==> src/rtl/t8pwm_pkg.sv <==
package t8pwm_pkg;

    localparam int COUNT_W = 8;

    localparam logic [7:0] COUNT_BOTTOM = 8'h00;
    localparam logic [7:0] COUNT_MAX = 8'hff;
    localparam logic [7:0] COUNT_ONE = 8'h01;

    localparam logic [7:0] COUNT_RST = 8'h00;
    localparam logic [7:0] COMPARE_RST = 8'h00;
    localparam logic OUTPUT_RST = 1'b0;
    localparam logic FLAG_RST = 1'b0;

    // Divide ratio of the timer clock enable; 1 steps the timer on every clock
    localparam int PRESCALE_DIV = 1;
    localparam int PRESCALE_W = 11;

    typedef enum logic [1:0] {
        WAVE_NORMAL = 2'b00,
        WAVE_PHASE = 2'b01,
        WAVE_CLEAR = 2'b10,
        WAVE_FAST = 2'b11
    } t8pwm_wave_t;

    typedef enum logic [1:0] {
        ACT_OFF = 2'b00,
        ACT_TOGGLE = 2'b01,
        ACT_CLEAR = 2'b10,
        ACT_SET = 2'b11
    } t8pwm_act_t;

    typedef enum logic {
        DIR_UP = 1'b0,
        DIR_DOWN = 1'b1
    } t8pwm_dir_t;

    localparam t8pwm_dir_t DIR_RST = DIR_UP;

    typedef struct packed {
        t8pwm_wave_t waveformModeSel;
        t8pwm_act_t outputActionSel;
    } t8pwm_cfg_t;

    typedef struct packed {
        logic [7:0] countValue;
        logic [7:0] compareValue;
        logic compareMatchFlag;
        logic countOverflowFlag;
    } t8pwm_stat_t;

endpackage

==> src/rtl/t8pwm_cmp_buf.sv <==
`timescale 1ns/1ps
module t8pwm_cmp_buf
    import t8pwm_pkg::*;
#(
    parameter int WIDTH = COUNT_W
) (
    input wire logic clk_sys,
    input wire logic nrst,
    input wire logic wrEn,
    input wire logic [WIDTH-1:0] wrData,
    input wire logic bufferOn,
    input wire logic loadEn,
    output logic [WIDTH-1:0] activeVal,
    output logic [WIDTH-1:0] bufVal
);

    logic [WIDTH-1:0] active_ff;
    logic [WIDTH-1:0] buf_ff;
    logic [WIDTH-1:0] nxt_active;
    logic [WIDTH-1:0] nxt_buf;
    logic directWr;

    // Without buffering the write lands straight in the compared value
    assign directWr = wrEn && !bufferOn;
    assign nxt_buf = wrEn ? wrData : buf_ff;
    assign nxt_active = directWr ? wrData : ((bufferOn && loadEn) ? buf_ff : active_ff);
    assign activeVal = active_ff;
    assign bufVal = buf_ff;

    always_ff @(posedge clk_sys) begin
        if (!nrst) begin
            active_ff <= WIDTH'(COMPARE_RST);
            buf_ff <= WIDTH'(COMPARE_RST);
        end else begin
            active_ff <= nxt_active;
            buf_ff <= nxt_buf;
        end
    end

endmodule // t8pwm_cmp_buf

==> src/rtl/t8pwm_tick_div.sv <==
`timescale 1ns/1ps
module t8pwm_tick_div
    import t8pwm_pkg::*;
#(
    parameter int DIV = PRESCALE_DIV,
    parameter int DIV_W = PRESCALE_W
) (
    input wire logic clk_sys,
    input wire logic nrst,
    input wire logic runEn,
    output logic tickEn
);

    localparam logic [DIV_W-1:0] LAST = DIV_W'(DIV - 1);

    logic [DIV_W-1:0] divCnt_ff;
    logic [DIV_W-1:0] nxt_divCnt;
    logic atLast;

    assign atLast = (divCnt_ff == LAST);
    assign nxt_divCnt = !runEn ? divCnt_ff : (atLast ? '0 : divCnt_ff + DIV_W'(1));
    assign tickEn = runEn && atLast;

    always_ff @(posedge clk_sys) begin
        if (!nrst) begin
            divCnt_ff <= '0;
        end else begin
            divCnt_ff <= nxt_divCnt;
        end
    end

endmodule // t8pwm_tick_div

==> src/rtl/t8pwm_top.sv <==
`timescale 1ns/1ps
module t8pwm_top
    import t8pwm_pkg::*;
#(
    parameter int DIV = PRESCALE_DIV
) (
    input wire logic clk_sys,
    input wire logic nrst,
    input wire logic timerRun,
    input wire t8pwm_cfg_t cfg,
    input wire logic compareWr,
    input wire logic [7:0] compareWrData,
    input wire logic compareFlagClr,
    input wire logic overflowFlagClr,
    output t8pwm_stat_t stat,
    output logic [7:0] compareBufValue,
    output logic timerTick,
    output logic compareOutput,
    output logic compareOutputEn
);

    t8pwm_wave_t waveMode;
    t8pwm_act_t actMode;

    logic [7:0] count_ff;
    logic [7:0] nxt_count;
    t8pwm_dir_t dir_ff;
    t8pwm_dir_t nxt_dir;
    logic out_ff;
    logic nxt_out;
    logic matchSeen_ff;
    logic nxt_matchSeen;
    logic cmpFlag_ff;
    logic nxt_cmpFlag;
    logic ovfFlag_ff;
    logic nxt_ovfFlag;

    logic tick;
    logic [7:0] compareVal;
    logic [7:0] bufVal;

    logic isNormal;
    logic isClear;
    logic isFast;
    logic isPhase;
    logic isPwm;

    logic rawMatch;
    logic atMax;
    logic atBottom;
    logic countUp;
    logic [7:0] countInc;
    logic [7:0] countDec;

    logic [7:0] clearNext;
    logic [7:0] fastNext;
    logic [7:0] phaseNext;
    t8pwm_dir_t phaseDirNext;

    logic fastWrap;
    logic phaseTop;
    logic phaseUpNow;
    logic bufLoad;

    logic ovfClear;
    logic ovfFast;
    logic ovfPhase;
    logic ovfEvent;

    logic nonPwmOut;
    logic fastMatchOut;
    logic fastBottomLvl;
    logic fastMatchTaken;
    logic fastOut;
    logic phaseUpLvl;
    logic phaseDownLvl;
    logic phaseMatchTaken;
    logic phaseOut;
    logic modeOut;

    assign waveMode = cfg.waveformModeSel;
    assign actMode = cfg.outputActionSel;

    t8pwm_tick_div #(
        .DIV(DIV),
        .DIV_W(PRESCALE_W)
    ) u_tick_div (
        .clk_sys(clk_sys),
        .nrst(nrst),
        .runEn(timerRun),
        .tickEn(tick)
    );

    // Fast mode reloads on the wrap to bottom, phase mode at the top
    assign bufLoad = tick && ((isFast && fastWrap) || (isPhase && phaseTop));

    t8pwm_cmp_buf #(
        .WIDTH(COUNT_W)
    ) u_cmp_buf (
        .clk_sys(clk_sys),
        .nrst(nrst),
        .wrEn(compareWr),
        .wrData(compareWrData),
        .bufferOn(isPwm),
        .loadEn(bufLoad),
        .activeVal(compareVal),
        .bufVal(bufVal)
    );

    // Mode decode
    assign isNormal = (waveMode == WAVE_NORMAL);
    assign isClear = (waveMode == WAVE_CLEAR);
    assign isFast = (waveMode == WAVE_FAST);
    assign isPhase = (waveMode == WAVE_PHASE);
    assign isPwm = isFast || isPhase;

    // Comparator and count extremes
    assign rawMatch = (count_ff == compareVal);
    assign atMax = (count_ff == COUNT_MAX);
    assign atBottom = (count_ff == COUNT_BOTTOM);
    assign countUp = (dir_ff == DIR_UP);
    assign countInc = count_ff + COUNT_ONE;
    assign countDec = count_ff - COUNT_ONE;

    // Clear-on-match and normal: up count, clear on match in clear mode
    // A compare value below the count is simply passed; the wrap through max finds it again
    assign clearNext = (isClear && rawMatch) ? COUNT_BOTTOM : countInc;

    // Fast mode: plain 8-bit wrap from max to bottom
    assign fastWrap = atMax;
    assign fastNext = countInc;

    // Phase mode: max is held for exactly one step, then the slope turns
    assign phaseTop = atMax;
    assign phaseUpNow = countUp || atBottom;
    assign phaseNext = (countUp && !atMax) ? countInc :
                       (countUp && atMax) ? countDec :
                       atBottom ? countInc : countDec;
    assign phaseDirNext = (countUp && atMax) ? DIR_DOWN :
                          (!countUp && atBottom) ? DIR_UP : dir_ff;

    always_comb begin
        nxt_count = count_ff;
        nxt_dir = dir_ff;
        if (tick) begin
            case (waveMode)
                WAVE_NORMAL: begin
                    nxt_count = countInc;
                    nxt_dir = DIR_UP;
                end
                WAVE_CLEAR: begin
                    nxt_count = clearNext;
                    nxt_dir = DIR_UP;
                end
                WAVE_FAST: begin
                    nxt_count = fastNext;
                    nxt_dir = DIR_UP;
                end
                WAVE_PHASE: begin
                    nxt_count = phaseNext;
                    nxt_dir = phaseDirNext;
                end
                default: begin
                    nxt_count = count_ff;
                    nxt_dir = dir_ff;
                end
            endcase
        end
    end

    // Overflow sources per mode
    assign ovfClear = (isClear || isNormal) && atMax && (clearNext == COUNT_BOTTOM);
    assign ovfFast = isFast && atMax;
    assign ovfPhase = isPhase && !countUp && (count_ff == COUNT_ONE);
    assign ovfEvent = tick && (ovfClear || ovfFast || ovfPhase);

    // Set beats clear so an overflow landing on a software clear is kept
    assign nxt_ovfFlag = ovfEvent ? 1'b1 : (overflowFlagClr ? 1'b0 : ovfFlag_ff);

    // Match is remembered for one timer clock, then posted to the flag
    assign nxt_matchSeen = tick ? rawMatch : matchSeen_ff;
    assign nxt_cmpFlag = (tick && matchSeen_ff) ? 1'b1 :
                         (compareFlagClr ? 1'b0 : cmpFlag_ff);

    // Non-PWM actions on match: toggle, clear or set
    always_comb begin
        nonPwmOut = out_ff;
        if (rawMatch) begin
            case (actMode)
                ACT_TOGGLE: nonPwmOut = !out_ff;
                ACT_CLEAR: nonPwmOut = 1'b0;
                ACT_SET: nonPwmOut = 1'b1;
                default: nonPwmOut = out_ff;
            endcase
        end
    end

    // Fast mode: with clear or set, a match at max is ignored so that max yields a constant level
    assign fastBottomLvl = (actMode == ACT_CLEAR);
    assign fastMatchTaken = rawMatch && !(atMax && actMode[1]);
    assign fastMatchOut = (actMode == ACT_TOGGLE) ? !out_ff : !fastBottomLvl;

    always_comb begin
        fastOut = out_ff;
        case (actMode)
            ACT_TOGGLE: fastOut = rawMatch ? !out_ff : out_ff;
            ACT_CLEAR, ACT_SET: begin
                if (fastWrap) begin
                    fastOut = fastBottomLvl;
                end else if (fastMatchTaken) begin
                    fastOut = fastMatchOut;
                end
            end
            default: fastOut = out_ff;
        endcase
    end

    // Phase mode: the up-slope match level, and its opposite on the down slope
    assign phaseUpLvl = (actMode == ACT_SET);
    assign phaseDownLvl = !phaseUpLvl;
    assign phaseMatchTaken = rawMatch && !atMax;

    always_comb begin
        phaseOut = out_ff;
        case (actMode)
            ACT_CLEAR, ACT_SET: begin
                if (phaseTop) begin
                    // At top the level is forced from the value being loaded, which catches
                    // a missed up match and a compare value leaving max alike
                    phaseOut = (bufVal == COUNT_MAX) ? phaseDownLvl : phaseUpLvl;
                end else if (phaseMatchTaken) begin
                    phaseOut = phaseUpNow ? phaseUpLvl : phaseDownLvl;
                end
            end
            default: phaseOut = out_ff;
        endcase
    end

    always_comb begin
        modeOut = out_ff;
        case (waveMode)
            WAVE_NORMAL: modeOut = nonPwmOut;
            WAVE_CLEAR: modeOut = nonPwmOut;
            WAVE_FAST: modeOut = fastOut;
            WAVE_PHASE: modeOut = phaseOut;
            default: modeOut = out_ff;
        endcase
    end

    assign nxt_out = tick ? modeOut : out_ff;

    always_ff @(posedge clk_sys) begin
        if (!nrst) begin
            count_ff <= COUNT_RST;
            dir_ff <= DIR_RST;
        end else begin
            count_ff <= nxt_count;
            dir_ff <= nxt_dir;
        end
    end

    always_ff @(posedge clk_sys) begin
        if (!nrst) begin
            out_ff <= OUTPUT_RST;
            matchSeen_ff <= FLAG_RST;
        end else begin
            out_ff <= nxt_out;
            matchSeen_ff <= nxt_matchSeen;
        end
    end

    always_ff @(posedge clk_sys) begin
        if (!nrst) begin
            cmpFlag_ff <= FLAG_RST;
            ovfFlag_ff <= FLAG_RST;
        end else begin
            cmpFlag_ff <= nxt_cmpFlag;
            ovfFlag_ff <= nxt_ovfFlag;
        end
    end

    assign stat.countValue = count_ff;
    assign stat.compareValue = compareVal;
    assign stat.compareMatchFlag = cmpFlag_ff;
    assign stat.countOverflowFlag = ovfFlag_ff;
    assign compareBufValue = bufVal;
    assign timerTick = tick;
    assign compareOutput = out_ff;

    // Only the port override; the pin driver itself stays under the port direction bit
    assign compareOutputEn = (actMode != ACT_OFF);

endmodule // t8pwm_top
==> config.mk <==
export PLATFORM = sky130hd
export DESIGN_NAME = t8pwm_top
export DESIGN_NICKNAME = d
export VERILOG_FILES = /design/src/rtl/t8pwm_pkg.sv /design/src/rtl/t8pwm_cmp_buf.sv /design/src/rtl/t8pwm_tick_div.sv /design/src/rtl/t8pwm_top.sv
export SDC_FILE = /design/constraint.sdc
export NUM_CORES = 1
export LEC_CHECK = 0
export BUFFER_PORTS_ARGS = -buffer_cell sky130_fd_sc_hd__buf_2
export CAP_MARGIN = 40
export CORE_UTILIZATION = 45
export DETAILED_ROUTE_END_ITERATION = 16
export PLACE_DENSITY = 0.8
export SKIP_CTS_REPAIR_TIMING = 1
export SLEW_MARGIN = 0
export SYNTH_ARGS = -nofsm -noshare
export SYNTH_HDL_FRONTEND = slang
export SYNTH_SLANG_ARGS = --single-unit
==> constraint.sdc <==
create_clock -name clk_sys -period 2.4 [get_ports clk_sys]
set_clock_uncertainty 0.05 [all_clocks]
set_input_delay 0.24 -clock clk_sys [delete_from_list [all_inputs] [get_ports clk_sys]]
set_output_delay 0.24 -clock clk_sys [all_outputs]
set_load 0.02 [all_outputs]
Yosys cells after proc, flatten, opt, wreduce, memory -nomap -nowiden
Cells that the tools add are included.

storage, ports and cells
  output and inout port bits = 29
  bits in latches = 0
  memories kept = 0
  bits of input ports = 18
  ROM bits = 0
  bits in registers = 40
  RAM bits = 0
  word-level logic and storage cells = 103

operators by class
  muxes and demuxes = 27
  eq/ne operators = 18
  multipliers = 0
  reductions and logical operators = 45
  div/mod/pow operators = 0
  order comparisons = 0
  bitwise operators = 1
  shift operators = 0
  $add $sub $neg = 3

operators by type and width
  operator                                               count
  two-way mux 8 bit                                      6
  case mux 8 bit (3 select lines)                        1
  logical AND 1 bit                                      19
  equality test 8 bit, second input constant             2
  logical NOT 8 bit                                      2
  two-way mux 1 bit                                      15
  adder 11 x 1 -> 11 bit, second input constant          1
  logical NOT 11 bit                                     1
  two-way mux 11 bit                                     1
  inequality test 3 x 1 -> 1 bit, second input constant  3
  adder 8 x 1 -> 8 bit, second input constant            1
  equality test 2 bit, second input constant             4
  equality test 8 x 1 -> 1 bit, second input constant    1
  equality test 8 bit                                    1
  AND reduction 8 bit                                    1
  nonzero test 2 bit                                     4
  subtractor 8 x 1 -> 8 bit, second input constant       1
  logical NOT 1 bit                                      6
  logical OR 1 bit                                       6
  case mux 1 bit (3 select lines)                        2
  OR reduction 2 bit                                     3
  equality test 2 x 1 -> 1 bit, second input constant    2
  inequality test 2 x 1 -> 1 bit, second input constant  2
  inequality test 4 x 1 -> 1 bit, second input constant  1
  7 further kinds                                        8

Longest topological paths before layout
Gate-level depths: netlist (run 1).

  word-level depth = 9
  depth in mapped cells = 11
  gate-level depth less buffers = 9

By module
Synthesis (run 1) repeated with hierarchy kept, for this count alone.

unflattened totals
  cell total of the unflattened synthesis = 323
  area, all modules = 2778.9 µm²

modules (own cells, without submodules)
  module          area an instance (µm²)  seq. area each (µm²)  instances  cells an instance
  t8pwm_top       1500.2                  260.2                 1          198
  t8pwm_cmp_buf   726.9                   320.3                 1          62
  t8pwm_tick_div  551.8                   220.2                 1          63

Worst setup path after synthesis (run 1)
Ideal clock, no wire load.

  path type = register to register
  from = register count_ff[0]
  to = register count_ff[3]
  path buffers = 2
  setup time = 0.095 ns
  path slack = -0.233 ns
  data required time = 2.255 ns
  cell stages (with the launch flop) = 10
  period minus slack after synthesis = 2.633 ns
  arrival time = 2.488 ns
  cells stage by stage = dfxtp_1 -> ha_1 -> buf_2 -> nand4_1 -> or2_2 -> clkbuf_1 -> o21ai_1 -> mux2i_1 -> mux2_2 -> a221oi_1

between the ends
  word-level cells in the longest chain between the ends = 5
  elaborated cells on any way between the ends = 14
  classes of those cells = 2 x add/sub; 2 x eq/ne; 5 x mux; 5 x reduce/logical

RTL lines
  what                                                     RTL line                            text
  from (decl)                                              t8pwm_top.sv:25                     logic [7:0] count_ff;
  from (signal assigned)                                   t8pwm_top.sv:257                    count_ff <= nxt_count;
  subtractor 8 x 1 -> 8 bit, or another cell as far along  t8pwm_top.sv:123                    assign countDec = count_ff - COUNT_ONE;
  two-way mux 8 bit, or another cell as far along          t8pwm_top.sv:138                    atBottom ? countInc : countDec;
  two-way mux 8 bit or logical AND 1 bit (tied branches)   t8pwm_top.sv:137, t8pwm_top.sv:136
  two-way mux 8 bit                                        t8pwm_top.sv:136                    assign phaseNext = (countUp && !atMax) ? countInc :
  case mux 8 bit (3 select lines) (*)                      t8pwm_top.sv:146                    case (waveMode)

Mark *: on every way between the ends. The rest lies on a longest branch, timed or not.
A chain may end at the register's enable or synchronous reset.

Worst setup path in the final report (run 1)
  from = register u_tick_div.divCnt_ff[0]
  to = output timerTick

between the ends
  word-level cells in the longest chain between the ends = 2

RTL lines
  what                    RTL line              text
  from (decl)             t8pwm_tick_div.sv:16  logic [DIV_W-1:0] divCnt_ff;
  from (signal assigned)  t8pwm_tick_div.sv:28  divCnt_ff <= nxt_divCnt;
  logical NOT 11 bit      t8pwm_tick_div.sv:20  assign atLast = (divCnt_ff == LAST);
  logical AND 1 bit       t8pwm_tick_div.sv:22  assign tickEn = runEn && atLast;
  to (decl)               t8pwm_top.sv:17       output logic timerTick,

Every way passes these cells.

==> qor.txt, run 1 <==
DIE
---------------------------------------------------------------------------------
Area of the die                                                      0.006206 mm2
Horiz. Die Dim                                                           78.78 um
Floorplan core area                                                  0.005608 mm2
Vert. Die Dim                                                            78.78 um
Floorplan row count                                                            27
Top Ports                                                                      47
Starting utilization of the core area                                      47.30%

CLOCK TREE
---------------------------------------------------------------------------------
Level count of the clock H-tree                                                 2
Number of clock sinks                                                          40
Maximum number of buffers from clock root to sink                               2
Clock network latency to the later pin of the worst-skew pair             0.30 ns
CTS Buf Count                                                                   5
Clock transition at the registers of the reported paths                   0.09 ns
CTS tree                                                                    built
Root Buffer Master                                                       clkbuf_8

TIMING
---------------------------------------------------------------------------------
Final period demand of the worst path                                    2.465 ns
Worst path setup slack after routing                                  -0.06475 ns
Pins Over Slew Limit                                                            0
Setup repair after global routing missed its margin                          true
Post-route setup TNS                                                  -0.09874 ns
Fin crit share                                                             102.7%
Number of hold violations in the final report                                   0
Worst hold slack after final layout                                     0.1389 ns
Final setup violating endpoints                                                 3
Achievable clock frequency                                              405.7 MHz
Slew HR                                                                    68.10%
Worst Max-Slew Pin Slew                                                 0.4665 ns

PLACED DESIGN
---------------------------------------------------------------------------------
Post-detail-place hpwl                                                   5.645 mm
Pre-CTS setup slack                                                   -0.01897 ns
Final RePlAce weighted congestion                                          0.9644
Input/output buffers                                                           46

YOSYS
---------------------------------------------------------------------------------
EDFF count, synth                                                               0
Sequential share of the synthesized area                                   30.19%
Synthesized area divided by synthesized cell count                      7.666 um2
Flops & latches, synth                                                         40
Warnings, synthesis                                                             0
Top cell type's share of synthesized area                                  30.19%
Cells taking the most area after synthesis                           dfxtp_1 30%, nor2_1 5.9%, xnor2_1 5.9%, mux2i_1 5.7%, ha_1 5.2%
Post-Synthesis Net Count                                                      375
Primary flip-flop cell chosen by synthesis mapping                        dfxtp_1
Syn Inst Count                                                                346
Fraction of synthesis flops using an asynchronous set or reset pin             0%
Leading area contributor after synthesis                                  dfxtp_1
Syn Std Cell Area                                                    0.002653 mm2
Distinct cell type count after synthesis                                       51

CELLS AND AREA
---------------------------------------------------------------------------------
Net total in the final layout                                                 437
Most common library cell in the layout ignoring fill and taps               buf_2
Commonest non-fill, non-tap cells in the layout                      45 x buf_2, 42 x nor2_1, 37 x dfxtp_1, 33 x nand2_1, 31 x buf_4
Antenna fix cells                                                               0
Layout overhead on the synthesized area                                    23.63%
Proportion of layout cells with a drive suffix above 1                     25.67%

ROUTING
---------------------------------------------------------------------------------
Vias post-DR                                                                 2803
Iter 0 DRT Violations                                                         287
DRC viols                                                                       0
Routed WL                                                                7.539 mm
Drt via density                                                             5.827
Mean routed wirelength per cell                                          15.67 um
Initial DRT Pass Iterations                                                     5
Antenna Violating Nets Remaining                                                0

GLOBAL ROUTING
---------------------------------------------------------------------------------
Antenna violations before repair                                                0
Wire length of the first global-routing pass                             12.34 mm
Overall fraction of global-route tracks in use                             25.18%
Maximum number of pins on one net before global-route repair                   19
Grt ovf                                                                         0
Number of global-route vias before repair                                    2683

SETUP PATH
---------------------------------------------------------------------------------
Required @ worst endpoint                                                 2.11 ns
Crit path launch type                                                        flop
Largest fanout of any net on the critical path                                  6
Classification of the worst setup path                               flop to output pin
Worst Setup End Kind                                                   output pin
Data arrival time of the critical path                                    2.17 ns

OUTCOME
---------------------------------------------------------------------------------
Failing checks                                                       negative setup slack
Run status                                                           complete, but fails checks

POWER
---------------------------------------------------------------------------------
Tot Pwr                                                                0.001687 W
Pwr per Cell Area                                                    514.5 mW/mm2
Leakage power of the design                                              1.401 nW
Maximum VDD drop                                                         441.9 uV

WORST HOLD PATH
---------------------------------------------------------------------------------
Worst min-delay path class                                           primary input to flop

JOB
---------------------------------------------------------------------------------
Max capacitance violation total                                                 0

[critical path: stages, from the launching register on]
cell	delay, ns
dfxtp_2	0.33
inv_1	0.05
ha_1	0.12
or4b_4	0.46
or4_4	0.58
inv_4	0.11
buf_6	0.12
buf_6	0.11
[Yosys cell counts, drive strengths merged (2+ instances only)]
cell type and instances:
a221oi 3, dfxtp 40, inv 19, mux2i 15, xor2 10, nand2 34, nand3b 4, o41ai 2
nand4 7, xnor2 18, nor2 42, nor3 10, nor4 3, a32oi 4, or4 3, o21ai 21
or3 3, a21oi 20, o22ai 4, or2 3, ha 11, o211ai 2, a31oi 2, buf 12
and3 5, clkbuf 11, nand3 12, or4b 2, nor2b 2, nor3b 2, a2111oi 2, a21boi 2
a211oi 4
[routing by layer]
layer | up-vias | global-route usage [%] | share of wire (%)
met4 | 0 | 12.04 | 2.9
met2 | 132 | 40.09 | 46
met1 | 1303 | 32.25 | 44
met5 | - | 0.9091 | 0
li1 | 1342 | - | -
met3 | 26 | 5.172 | 6.8
[registers in the layout, indices dropped and copies added, names as in the netlist]
| register | flops |
|---|---|
| count_ff | 8 |
| cmpFlag_ff | 1 |
| u_cmp_buf.activeVal | 8 |
| u_tick_div.divCnt_ff | 11 |
| matchSeen_ff | 1 |
| compareOutput | 1 |
| dir_ff | 1 |
| u_cmp_buf.bufVal | 8 |
| ovfFlag_ff | 1 |
[area by class of cell]
class	count	area [um2]
multi-input combinational	264	1714
sequential	40	807.0
tap	72	90.09
clock inverter	3	45.04
clock buffer	5	68.82
timing repair buffer	78	480.5
fill	513	2328
inverter	19	73.82
[logic make-up after synthesis]
family / synth area share, %
xor+xnor: 9.245
buf+inv: 6.651
mux: 6.085
flops: 30.19
fa+ha+maj: 5.189
simple gates: 24.29
compound gates: 18.35
[worst paths after layout]
check / from / cells after the start / to / slack (ns)
max: u_tick_div.divCnt_ff[0] / 7 / timerTick / -0.06
min: compareWrData[1] / 3 / u_cmp_buf.bufVal[1] / 0.14
max reg2reg: u_tick_div.divCnt_ff[0] / 8 / count_ff[4] / -0.02
min reg2reg: matchSeen_ff / 2 / matchSeen_ff / 0.41
[where the power goes]
part           leakage (nW)  total (W)  switching (W)  internal, W
logic                  1.01   0.000385       0.000226     0.000158
registers             0.328   0.000722      0.0000306     0.000692
clock network        0.0591   0.000580       0.000266     0.000315
total                  1.40    0.00169       0.000523      0.00116
[stage by stage]
step                utilization (%)  std cells  cell area [um2]
global route                  58.48        481             3279
floorplan                         -        346             2673
finish                        58.48        481             3279
detailed placement            55.58        472             3117
CTS                           57.61        480             3231
global placement              55.58        472             3117
No activity file was read; power rests on OpenSTA's default activity.
==> run 2, diff against run 1 <==
--- a/config.mk
+++ b/config.mk
@@ -7,9 +7,9 @@
 export LEC_CHECK = 0
 export BUFFER_PORTS_ARGS = -buffer_cell sky130_fd_sc_hd__buf_2
 export CAP_MARGIN = 40
-export CORE_UTILIZATION = 45
+export CORE_UTILIZATION = 51
 export DETAILED_ROUTE_END_ITERATION = 16
-export PLACE_DENSITY = 0.8
+export PLACE_DENSITY = 0.88
 export SKIP_CTS_REPAIR_TIMING = 1
 export SLEW_MARGIN = 0
 export SYNTH_ARGS = -nofsm -noshare
==> qor.txt, run 2 (same netlist as run 1, synthesis figures left out) <==
OUTCOME
----------------------------------------------------------------------------
Run status                                                      complete, but fails checks
Failing checks                                                  negative setup slack

TIMING
----------------------------------------------------------------------------
Final period demand of the worst path                               2.475 ns
Setup repair after global routing missed its margin                     true
Number of hold violations in the final report                              0
Pins Over Slew Limit                                                       0
Worst Max-Slew Pin Slew                                            0.4994 ns
Worst path setup slack after routing                             -0.07521 ns
Achievable clock frequency                                         404.0 MHz
Fin crit share                                                        103.1%
Slew HR                                                               66.70%
Final setup violating endpoints                                            2

SETUP PATH
----------------------------------------------------------------------------
Required @ worst endpoint                                            2.11 ns
Worst Setup End Kind                                              output pin
Data arrival time of the critical path                               2.19 ns
Setup crit start                                                u_tick_div.divCnt_ff[1]
Largest fanout of any net on the critical path                             6
Crit path launch type                                                   flop
Classification of the worst setup path                          flop to output pin
Reg-to-Reg Start                                                u_tick_div.divCnt_ff[1]

ROUTING
----------------------------------------------------------------------------
Initial DRT Pass Iterations                                                8
Iter 0 DRT Violations                                                    400
Drt via density                                                        6.036
DRC viols                                                                  0
Mean routed wirelength per cell                                     16.36 um
Antenna Violating Nets Remaining                                           0
Routed WL                                                           7.738 mm
Vias post-DR                                                            2855

DIE
----------------------------------------------------------------------------
Starting utilization of the core area                                 54.71%
Horiz. Die Dim                                                      74.12 um
Floorplan core area                                             0.004848 mm2
Top Ports                                                                 47
Area of the die                                                 0.005494 mm2
Vert. Die Dim                                                       74.12 um
Floorplan row count                                                       25

POWER
----------------------------------------------------------------------------
Pwr per Cell Area                                               506.0 mW/mm2
Tot Pwr                                                           0.001661 W
Maximum VDD drop                                                    357.1 uV
Leakage power of the design                                         1.396 nW

CELLS AND AREA
----------------------------------------------------------------------------
Filler Cell Count                                                        378
Number of flip-flops in the largest register                              11
Proportion of layout cells with a drive suffix above 1                26.85%
Layout overhead on the synthesized area                               23.73%
Net total in the final layout                                            434
Most flop-heavy register                                        u_tick_div.divCnt_ff
Commonest non-fill, non-tap cells in the layout                 45 x buf_2, 42 x nor2_1, 35 x dfxtp_1, 34 x nand2_1, 28 x buf_4
Antenna fix cells                                                          0
Layout Cells excl Fill                                                   473
Most common library cell in the layout ignoring fill and taps          buf_2

CLOCK TREE
----------------------------------------------------------------------------
Level count of the clock H-tree                                            2
Clock network latency to the later pin of the worst-skew pair        0.29 ns
Root Buffer Master                                                  clkbuf_8
CTS Buf Count                                                              5
CTS tree                                                               built
Maximum number of buffers from clock root to sink                          2
Clock transition at the registers of the reported paths              0.08 ns
Number of clock sinks                                                     40

PLACED DESIGN
----------------------------------------------------------------------------
Post-detail-place hpwl                                              5.621 mm
Input/output buffers                                                      46
Total placed cells including tap cells                                   464
Final RePlAce weighted congestion                                      1.001

GLOBAL ROUTING
----------------------------------------------------------------------------
Wire length of the first global-routing pass                        12.34 mm
Maximum number of pins on one net before global-route repair              14
Antenna violations before repair                                           0
Overall fraction of global-route tracks in use                        29.56%
Grt ovf                                                                    0
Number of global-route vias before repair                               2685

WORST HOLD PATH
----------------------------------------------------------------------------
Hold wc startpoint                                              compareWrData[2]
Worst min-delay path class                                      primary input to flop

JOB
----------------------------------------------------------------------------
Max capacitance violation total                                            0

==> run 2: final timing paths <==
path | endpoint | slack [ns] | cells after the start
worst max-delay path | timerTick | -0.08 | 7
worst min-delay path | u_cmp_buf.bufVal[2] | 0.15 | 3
worst max register to register | count_ff[4] | -0.03 | 8
worst min register to register | matchSeen_ff | 0.41 | 2
==> run 2: per-stage QoR <==
| step | setup WS (ns) | area (um2) | setup TNS (ns) | utilization, % | hold WS (ns) |
|---|---|---|---|---|---|
| 2_1_floorplan | 0.01397 | 2673 | 0 | - | 0.3257 |
| 3_5_place_dp | -0.007531 | 3088 | -0.007531 | 63.69 | 0.4034 |
| 6_report | -0.07521 | 3282 | -0.1055 | 67.69 | 0.1453 |
| 5_1_grt | -0.1369 | 3282 | -0.2896 | 67.69 | 0.1625 |
| 4_1_cts | -0.2109 | 3196 | -0.2806 | 65.91 | 0.1494 |
| 3_3_place_gp | 0.08606 | 3088 | 0 | 63.69 | 0.3946 |
==> run 2: layout make-up <==
| cell class | count | area [um2] | share of cell area, % |
|---|---|---|---|
| inverters | 19 | 73.82 | 2.249 |
| multi-input cells | 264 | 1749 | 53.30 |
| flip-flops and latches | 40 | 809.5 | 24.67 |
| repair buffers | 75 | 457.9 | 13.95 |
| clock buffers | 6 | 72.57 | 2.211 |
| well taps | 67 | 83.83 | 2.554 |
| clock inverters | 2 | 35.03 | 1.067 |
==> run 2: per-layer routing <==
metal  vias to the layer above  track usage [%]  wire [um]
met5                         -                0          0
met4                         0            14.53        262
met3                        43            5.014        689
met2                       177            51.62       3711
met1                      1301            34.97       3075
li1                       1334                -          -
==> run 2: report_power, final <==
part | internal (W) | leakage [nW] | switching, W
combinational | 0.000157 | 1.01 | 0.000235
sequential | 0.000692 | 0.329 | 0.0000303
clock | 0.000309 | 0.0552 | 0.000238
total | 0.00116 | 1.40 | 0.000503
==> run 2: critical path: stages, from the launching register on <==
cell     delay [ns]
dfxtp_2        0.33
inv_2          0.06
ha_4           0.12
or4b_4         0.45
or4_4          0.58
inv_4          0.12
buf_6          0.12
buf_6          0.11
